**src/pkg/sacc_pkg.sv**
```systemverilog
// Package holding constants for the SAR converter conversion control block.
package sacc_pkg;

    // ==========================================================
    // Register map.
    localparam logic [1:0] ADDR_STATUS_CONTROL = 2'h0;
    localparam logic [1:0] ADDR_DATA = 2'h1;
    localparam logic [1:0] ADDR_CLOCK_CONFIG = 2'h2;

    // ==========================================================
    // Status/control bit positions.
    localparam int BIT_DONE = 7;
    localparam int BIT_IRQ_EN = 6;
    localparam int BIT_CONT = 5;
    localparam int CH_MSB = 4;
    // Clock config bit positions.
    localparam int PRESCALE_LSB = 5;
    localparam int BIT_CLK_SRC = 4;

    // ==========================================================
    // Channel codes.
    localparam logic [4:0] CH_LAST_PIN = 5'h07;
    localparam logic [4:0] CH_REF_HIGH = 5'h1D;
    localparam logic [4:0] CH_REF_LOW = 5'h1E;
    localparam logic [4:0] CH_POWER_OFF = 5'h1F;

    // ==========================================================
    // Reset values.
    localparam logic [7:0] RST_STATUS_CONTROL = 8'h1F;
    localparam logic [7:0] RST_CLOCK_CONFIG = 8'h00;
    localparam logic [7:0] RST_DATA = 8'h00;

    // ==========================================================
    // Timing in converter clock cycles: one sample cycle then eight bit
    // trials of two cycles each, giving 17 cycles from the start tick.
    localparam logic [4:0] CONV_CYCLES = 5'h11;
    localparam logic [4:0] SAMPLE_CYCLES = 5'h01;

    typedef enum logic [1:0] {
        SACC_IDLE,
        SACC_SAMPLE,
        SACC_TRIAL,
        SACC_DONE
    } sacc_state_e;

endpackage

```
**src/logic/sacc_top.sv**
```systemverilog
// Conversion control for an 8-bit successive-approximation converter.
//
// Decided for this implementation: the address-and-strobe port and the register offsets.
`timescale 1ns/1ps
`default_nettype none
module sacc_top (
    input wire logic ref_clk,
    input wire logic nrst,
    input wire logic crystal_clock,
    input wire logic [1:0] reg_addr,
    input wire logic [7:0] reg_wdata,
    input wire logic reg_write,
    input wire logic reg_read,
    output logic [7:0] reg_rdata,
    input wire logic stop_mode,
    input wire logic comparator_high,
    output logic [4:0] mux_select,
    output logic [7:0] dac_code,
    output logic sample_hold,
    output logic analog_power_on,
    output logic conv_irq,
    input wire logic [7:0] port_data_in,
    input wire logic [7:0] port_out,
    input wire logic [7:0] port_dir,
    output logic [7:0] pin_out,
    output logic [7:0] pin_oe,
    output logic [7:0] port_read_data
);

    // ==========================================================
    // Input synchronisers for pins, comparator, stop input and the crystal clock.
    logic [7:0] pin_meta;
    logic [7:0] pin_sync;
    logic cmp_meta;
    logic cmp_sync;
    logic xtal_meta;
    logic xtal_sync;
    logic xtal_prev;
    logic stop_meta;
    logic stop_sync;

    always_ff @(posedge ref_clk or negedge nrst) begin
        if (!nrst) begin
            pin_meta <= 8'h00;
            pin_sync <= 8'h00;
            cmp_meta <= 1'b0;
            cmp_sync <= 1'b0;
            xtal_meta <= 1'b0;
            xtal_sync <= 1'b0;
            xtal_prev <= 1'b0;
            stop_meta <= 1'b0;
            stop_sync <= 1'b0;
        end else begin
            pin_meta <= port_data_in;
            pin_sync <= pin_meta;
            cmp_meta <= comparator_high;
            cmp_sync <= cmp_meta;
            xtal_meta <= crystal_clock;
            xtal_sync <= xtal_meta;
            xtal_prev <= xtal_sync;
            stop_meta <= stop_mode;
            stop_sync <= stop_meta;
        end
    end

    // ==========================================================
    // Registers.
    logic irq_en;
    logic cont_mode;
    logic done_flag;
    logic [4:0] channel;
    logic [2:0] prescale;
    logic clk_src;
    logic [7:0] data_result;
    logic irq_pend;

    wire wr_sc = reg_write && (reg_addr == sacc_pkg::ADDR_STATUS_CONTROL);
    wire wr_clk = reg_write && (reg_addr == sacc_pkg::ADDR_CLOCK_CONFIG);
    wire rd_data = reg_read && (reg_addr == sacc_pkg::ADDR_DATA);
    // Channel code 31 powers the converter off.
    wire powered = (channel != sacc_pkg::CH_POWER_OFF);
    wire next_powered = wr_sc ? (reg_wdata[sacc_pkg::CH_MSB:0] != sacc_pkg::CH_POWER_OFF)
                              : powered;
    wire ch_is_pin = (channel <= sacc_pkg::CH_LAST_PIN);

    // ==========================================================
    // Converter clock tick: input source then prescaler.
    logic [3:0] div_cnt;
    // Source bit selects bus or crystal clock.
    wire src_edge = clk_src ? 1'b1 : (xtal_sync && !xtal_prev);

    function automatic logic [3:0] div_limit(input logic [2:0] code);
        if (code[2]) begin
            div_limit = 4'hF;
        end else begin
            div_limit = 4'(({3'h0, 1'b1} << code[1:0]) - 4'h1);
        end
    endfunction

    wire [3:0] next_div_limit = div_limit(prescale);
    wire conv_tick = src_edge && (div_cnt >= next_div_limit);
    wire [3:0] next_div_cnt = !src_edge ? div_cnt : (conv_tick ? 4'h0 : div_cnt + 4'h1);

    // ==========================================================
    // Successive approximation sequencer.
    sacc_pkg::sacc_state_e state;
    sacc_pkg::sacc_state_e next_state;
    logic [4:0] cyc_cnt;
    logic [2:0] bit_idx;
    logic [7:0] trial;
    logic [7:0] next_trial;
    logic finish;

    // Keep a tried bit when the input is above the trial level.
    wire [7:0] bit_mask = 8'(8'h01 << bit_idx);
    wire [7:0] kept = cmp_sync ? trial : (trial & ~bit_mask);
    wire trial_phase_end = cyc_cnt[0];

    always_comb begin
        next_state = state;
        next_trial = trial;
        finish = 1'b0;
        case (state)
            sacc_pkg::SACC_IDLE: begin
                // Continuous mode resumes once stop or power-off ends.
                next_state = cont_mode ? sacc_pkg::SACC_SAMPLE : sacc_pkg::SACC_IDLE;
            end
            sacc_pkg::SACC_SAMPLE: begin
                if (conv_tick) begin
                    next_state = sacc_pkg::SACC_TRIAL;
                    next_trial = 8'h80;
                end
            end
            sacc_pkg::SACC_TRIAL: begin
                if (conv_tick && trial_phase_end) begin
                    if (bit_idx == 3'h0) begin
                        next_trial = kept;
                        next_state = sacc_pkg::SACC_DONE;
                    end else begin
                        next_trial = kept | (bit_mask >> 1);
                    end
                end
            end
            sacc_pkg::SACC_DONE: begin
                finish = 1'b1;
                // Continuous mode restarts, single mode idles.
                next_state = cont_mode ? sacc_pkg::SACC_SAMPLE : sacc_pkg::SACC_IDLE;
            end
            default: begin
                next_state = sacc_pkg::SACC_IDLE;
            end
        endcase
    end

    always_ff @(posedge ref_clk or negedge nrst) begin
        if (!nrst) begin
            state <= sacc_pkg::SACC_IDLE;
            cyc_cnt <= 5'h00;
            bit_idx <= 3'h7;
            trial <= 8'h00;
            div_cnt <= 4'h0;
        end else if (stop_sync || !next_powered) begin
            // Stop or power-off aborts and holds the sequencer idle.
            state <= sacc_pkg::SACC_IDLE;
            cyc_cnt <= 5'h00;
            bit_idx <= 3'h7;
            trial <= 8'h00;
            div_cnt <= 4'h0;
        end else if (wr_sc) begin
            // Write starts; restart from first bit.
            state <= sacc_pkg::SACC_SAMPLE;
            cyc_cnt <= 5'h00;
            bit_idx <= 3'h7;
            trial <= 8'h00;
            div_cnt <= 4'h0;
        end else begin
            state <= next_state;
            trial <= next_trial;
            div_cnt <= next_div_cnt;
            if (next_state == sacc_pkg::SACC_SAMPLE && state != sacc_pkg::SACC_SAMPLE) begin
                cyc_cnt <= 5'h00;
                bit_idx <= 3'h7;
            end else if (conv_tick && state == sacc_pkg::SACC_TRIAL) begin
                cyc_cnt <= cyc_cnt + 5'h01;
                if (trial_phase_end) begin
                    bit_idx <= bit_idx - 3'h1;
                end
            end
        end
    end

    // ==========================================================
    // Register writes and completion flags.
    always_ff @(posedge ref_clk or negedge nrst) begin
        if (!nrst) begin
            // Reset clears enable, continuous and done.
            irq_en <= 1'b0;
            cont_mode <= 1'b0;
            channel <= sacc_pkg::RST_STATUS_CONTROL[sacc_pkg::CH_MSB:0];
            prescale <= sacc_pkg::RST_CLOCK_CONFIG[7:sacc_pkg::PRESCALE_LSB];
            clk_src <= sacc_pkg::RST_CLOCK_CONFIG[sacc_pkg::BIT_CLK_SRC];
            data_result <= sacc_pkg::RST_DATA;
            done_flag <= 1'b0;
            irq_pend <= 1'b0;
        end else begin
            if (wr_sc) begin
                irq_en <= reg_wdata[sacc_pkg::BIT_IRQ_EN];
                cont_mode <= reg_wdata[sacc_pkg::BIT_CONT];
                channel <= reg_wdata[sacc_pkg::CH_MSB:0];
            end
            if (wr_clk) begin
                prescale <= reg_wdata[7:sacc_pkg::PRESCALE_LSB];
                clk_src <= reg_wdata[sacc_pkg::BIT_CLK_SRC];
            end
            // Each result overwrites the data register.
            if (finish) begin
                data_result <= trial;
            end
            // Done sets on finish, clears on data read or status write; set wins.
            // Flag stays zero with interrupts enabled.
            if (irq_en) begin
                done_flag <= 1'b0;
            end else if (finish) begin
                done_flag <= 1'b1;
            end else if (rd_data || wr_sc) begin
                done_flag <= 1'b0;
            end
            // Interrupt per conversion; cleared by data read or status write.
            // Request is a plain level, so it works during wait.
            if (irq_en && finish) begin
                irq_pend <= 1'b1;
            end else if (rd_data || wr_sc || !irq_en) begin
                irq_pend <= 1'b0;
            end
        end
    end

    // ==========================================================
    // Read data, one cycle after the strobe.
    wire [7:0] sc_view = {done_flag, irq_en, cont_mode, channel};
    wire [7:0] clk_view = {prescale, clk_src, 4'h0};
    wire [7:0] next_rdata = (reg_addr == sacc_pkg::ADDR_STATUS_CONTROL) ? sc_view
                          : (reg_addr == sacc_pkg::ADDR_DATA) ? data_result
                          : (reg_addr == sacc_pkg::ADDR_CLOCK_CONFIG) ? clk_view
                          : 8'h00;

    // ==========================================================
    // Port pin takeover.
    // One-hot selection of the channel pin; all zero for channels above 7.
    wire [7:0] sel_onehot = ch_is_pin ? 8'(8'h01 << channel[2:0]) : 8'h00;
    // Selected pin is input, others follow the port.
    wire [7:0] next_pin_oe = port_dir & ~sel_onehot;
    wire [7:0] next_port_read = pin_sync & ~sel_onehot;

    always_ff @(posedge ref_clk or negedge nrst) begin
        if (!nrst) begin
            reg_rdata <= 8'h00;
            mux_select <= sacc_pkg::CH_POWER_OFF;
            dac_code <= 8'h00;
            sample_hold <= 1'b0;
            analog_power_on <= 1'b0;
            conv_irq <= 1'b0;
            pin_out <= 8'h00;
            pin_oe <= 8'h00;
            port_read_data <= 8'h00;
        end else begin
            reg_rdata <= reg_read ? next_rdata : 8'h00;
            mux_select <= channel;
            dac_code <= trial;
            sample_hold <= (state == sacc_pkg::SACC_SAMPLE);
            analog_power_on <= powered;
            conv_irq <= irq_pend;
            pin_out <= port_out & ~sel_onehot;
            pin_oe <= next_pin_oe;
            port_read_data <= next_port_read;
        end
    end

endmodule
`default_nettype wire

```
**config.mk**
```make
export PLATFORM = sky130hd
export DESIGN_NAME = sacc_top
export DESIGN_NICKNAME = d
export VERILOG_FILES = /design/src/pkg/sacc_pkg.sv /design/src/logic/sacc_top.sv
export SDC_FILE = /design/constraint.sdc
export NUM_CORES = 1
export LEC_CHECK = 0
export BUFFER_PORTS_ARGS = -buffer_cell sky130_fd_sc_hd__buf_2
export CORE_MARGIN = 1.5
export CORE_UTILIZATION = 35
export CTS_BUF_LIST = sky130_fd_sc_hd__clkbuf_16
export DETAILED_ROUTE_END_ITERATION = 8
export PLACE_DENSITY = 0.61
export REMOVE_ABC_BUFFERS = 1
export SYNTH_ARGS = -nofsm -noshare
export SYNTH_HDL_FRONTEND = slang
export SYNTH_SLANG_ARGS = --single-unit
```
**constraint.sdc**
```tcl
create_clock -name ref_clk -period 3 [get_ports ref_clk]
set_clock_uncertainty 0.15 [all_clocks]
set_input_delay 0.6 -clock ref_clk [delete_from_list [all_inputs] [get_ports ref_clk]]
set_output_delay 0.6 -clock ref_clk [all_outputs]
set_load 0.05 [all_outputs]
```
==> impl_metrics.yaml <==
routing:
  drt_pass_1_iters: 4
  num_vias: 2786
  avgViaCountPerCell: 4.771
  drt.antenna.violating_nets: 0
  drtIter0Drc: 93
  drt-wirelength-per-cell_um: 14.85
  post_detailed_routing_wire_length_um: 8675
  drc_violations_left: 0
final_layout:
  mostFrequentLayoutCell: "dfrtp_1"
  register_area_um2: 2769
  insertedDiodeCount: 0
  finalNetCount: 486
  area_growth_syn_to_layout_pct: 22.06
  total_area_of_multi_input_combinational_cells_um2: 1376
  layout.cells.most_common_list: "97 x dfrtp_1, 87 x buf_2, 23 x a21oi_1"
  layout-drive-gt1-share_pct: 33.41
  fillers: 1127
setup_path:
  crit_required_ns: 3.10
  crit_path_end_kind: "flop"
  slowest_stage: "a211oi_2"
  worst_r2r_startpoint: "prescale[2]$_DFFE_PN0P_"
  critPathBufInv: 0
  timing.rr.end: "state[0]$_DFF_PN0_"
  path_delay_family: "compound AO/OA/AOI/OAI gates"
  timing.critical_path.slowest_cell_delay_ns: 0.46
  crit_fanout: 7
  worstPathCellList: "or3_1 -> ha_1 -> o2111ai_2 -> a211oi_2 -> nand2_1 -> a311oi_1"
  crit_arrival_ns: 2.57
  critPathLaunchType: "flop"
  reg2regPathDepth: 6
  crit_type: "reg -> reg"
  r2r_setup_slack_ns: 0.52
floorplan:
  count_of_pins_on_the_block_boundary: 89
  core_area_um2: 11910
  design.die.area_um2: 12790
  start_util_pct: 35.62
  rows: 40
  die-height_um: 113.1
  die_width_um: 113.1
min_path:
  hold_class: "in -> async"
timing:
  fmaxAchievable_ghz: 0.4040
  worst_pin_slew_ns: 0.6522
  slew_headroom_pct: 56.52
  setup_viol_count_final: 0
  finalWorstPathRequiredPeriod_ns: 2.475
  timing.setup.tns_ns: 0
  grt_setup_unrepaired: "false"
  timing.hold.ws_ns: 0.1187
  report.final.hold_viol_count: 0
  timing.final.crit_share_pct: 82.52
  timing_max_transition_violations_final: 0
clocking:
  tritoncts: "built"
  cts_inserted_buffers: 9
  cts.path.max_buffers: 2
  clockRootBuffer: "clkbuf_16"
  insertion_delay_ns: 0.35
  clk_pin_slew_worst_paths_ns: 0.07
  clkSinkCount: 110
  cts_hold_repair.buffers: 0
  post_cts_resized: 0
  post_cts_setup_buffer_count: 0
  number_of_h_tree_levels: 3
power_and_ir_drop:
  seq_power_share_pct: 48.8
  switchingPower_mw: 1.023
  cell_internal_pwr_mw: 2.449
  clockPowerShare_pct: 34.2
  power-per-cell-area_nw_per_um2: 670.4
  share_comb_of_total_power_pct: 17.0
  p_leak_nw: 2.513
  vdd.ir_drop.worst_uv: 253.6
  switching_share_pct: 29.45
global_route:
  grt_first_pass_wirelength_um: 14060
  largest_net_degree_at_the_start_of_global_routing: 52
  via_count_of_the_first_global_routing_pass: 2799
  global_route.overflow_total: 0
  antenna_found_initial: 0
  grt_use_total_pct: 14.21
logic_synthesis:
  post_synth_main_area_contributors: "dfrtp_1 57%, dfstp_2 8.1%, mux2_2 5.0%"
  synth_top_cell_by_area: "dfrtp_1"
  synth-edff-count: 0
  mappedNetlistArea_um2: 4243
  ys_seq_elements: 110
  synth_cell_type_count: 43
  synth_seq_area_share_pct: 65.26
  ys_warns: 0
  avgSynthCellArea_um2: 12.70
  synthDominantCellAreaShare_pct: 57.21
  postSynth.topFlopCell: "dfrtp_1"
  synth_async_sr_flop_share_pct: 100.0
  post_synth_inst_count: 334
place:
  detailed_place_hpwl_um: 6428
  place.gp.congestion: 0.8978
  port_buffers: 88
status:
  status: "completed"
run:
  max_cap_violations: 0
[state kept, by name (all words and copies together), names as in the netlist, 2 cells and up]
name / flops
pin_meta: 8
pin_sync: 8
reg_rdata: 8
state: 2
pin_oe: 8
port_read_data: 8
dac_code: 8
data_result: 8
prescale: 3
mux_select: 5
channel: 5
bit_idx: 3
div_cnt: 4
trial: 8
pin_out: 8
[power groups by stage]
stage	clock, mW	sequential [mW]	combinational, mW
finish	1.19	1.69	0.589
global route	1.29	1.71	0.640
CTS	1.22	1.70	0.594
detailed placement	0	1.72	0.594
global placement	0	1.72	0.585
floorplan	0	1.90	0.223
[cells by family (layout without fill, tap and decap cells)]
group / Yosys count / after routing / synth area share, %
flip-flops: 110 / 110 / 65.26
AND/OR/NAND/NOR: 101 / 101 / 12.68
AO/OA/AOI/OAI: 56 / 56 / 8.582
multiplexers: 27 / 27 / 6.930
buffers and inverters: 25 / 128 / 2.300
adder cells (fa/ha/maj): 13 / 13 / 3.834
XOR/XNOR: 2 / 2 / 0.4129
[cells in the mapped netlist, types with 2 or more instances]
cell / n
nand3_1: 4
a31oi_1: 3
nor2b_1: 18
o22ai_1: 8
nor3_1: 2
and3_1: 3
o21ai_0: 5
dfstp_2: 13
or3_1: 3
o21ai_1: 2
a21oi_1: 23
nor2_1: 20
mux2_2: 19
mux2i_1: 8
a311oi_1: 2
nor3b_1: 2
clkbuf_1: 3
a21o_1: 2
nand2_1: 21
a211oi_1: 2
dfrtp_1: 97
and2_1: 21
ha_1: 13
inv_1: 19
buf_2: 3
[worst reg2reg max path, cell delays in order, from the launching register on]
cell	delay, ns
dfrtp_1	0.42
or3_1	0.39
ha_1	0.30
o2111ai_2	0.25
a211oi_2	0.46
nand2_1	0.14
a311oi_1	0.28
[routing by layer]
| metal | global-route usage (%) | up-vias | routed length [um] |
|---|---|---|---|
| met3 | 2.946 | 10 | 277 |
| met5 | 0 | - | 0 |
| met1 | 18.89 | 1390 | 4047 |
| li1 | - | 1327 | - |
| met2 | 22.63 | 59 | 4197 |
| met4 | 6.250 | 0 | 153 |
[metrics by stage]
step | setup WS (ns) | utilization, % | power [mW] | cell area, um^2 | cells
final | 0.5245 | 43.48 | 3.472 | 5179 | 584
after global routing | 0.3634 | 43.48 | 3.639 | 5179 | 584
after CTS | 0.5290 | 43.48 | 3.511 | 5179 | 584
after floorplan | 0.6131 | - | 2.121 | 4217 | 328
after detailed placement | 0.5128 | 40.98 | 2.317 | 4881 | 568
after global placement | 0.6437 | 40.98 | 2.304 | 4881 | 568
[worst max-delay path by stage]
| stage | from | end | slack (ns) | depth (start not counted) |
|---|---|---|---|---|
| 2_1_floorplan | reg_addr[1] | trial[5]$_DFFE_PN0P_ | 0.61 | 4 |
| 3_3_place_gp | reg_addr[0] | trial[5]$_DFFE_PN0P_ | 0.64 | 5 |
| 3_5_place_dp | prescale[2]$_DFFE_PN0P_ | state[0]$_DFF_PN0_ | 0.51 | 6 |
| 4_1_cts | prescale[2]$_DFFE_PN0P_ | state[0]$_DFF_PN0_ | 0.53 | 6 |
| 5_1_grt | prescale[2]$_DFFE_PN0P_ | state[0]$_DFF_PN0_ | 0.36 | 6 |
| 6_report | prescale[2]$_DFFE_PN0P_ | state[0]$_DFF_PN0_ | 0.52 | 6 |
[area by class of cell]
type                       count  area share [%]
sequential                   110           53.47
clock inverter                 7           1.401
inverter                      19           1.377
clock buffer                   9           4.349
timing repair buffer          93           9.278
tap                          147           3.552
multi-input combinational    199           26.58
(Power assumes the default switching activity.)
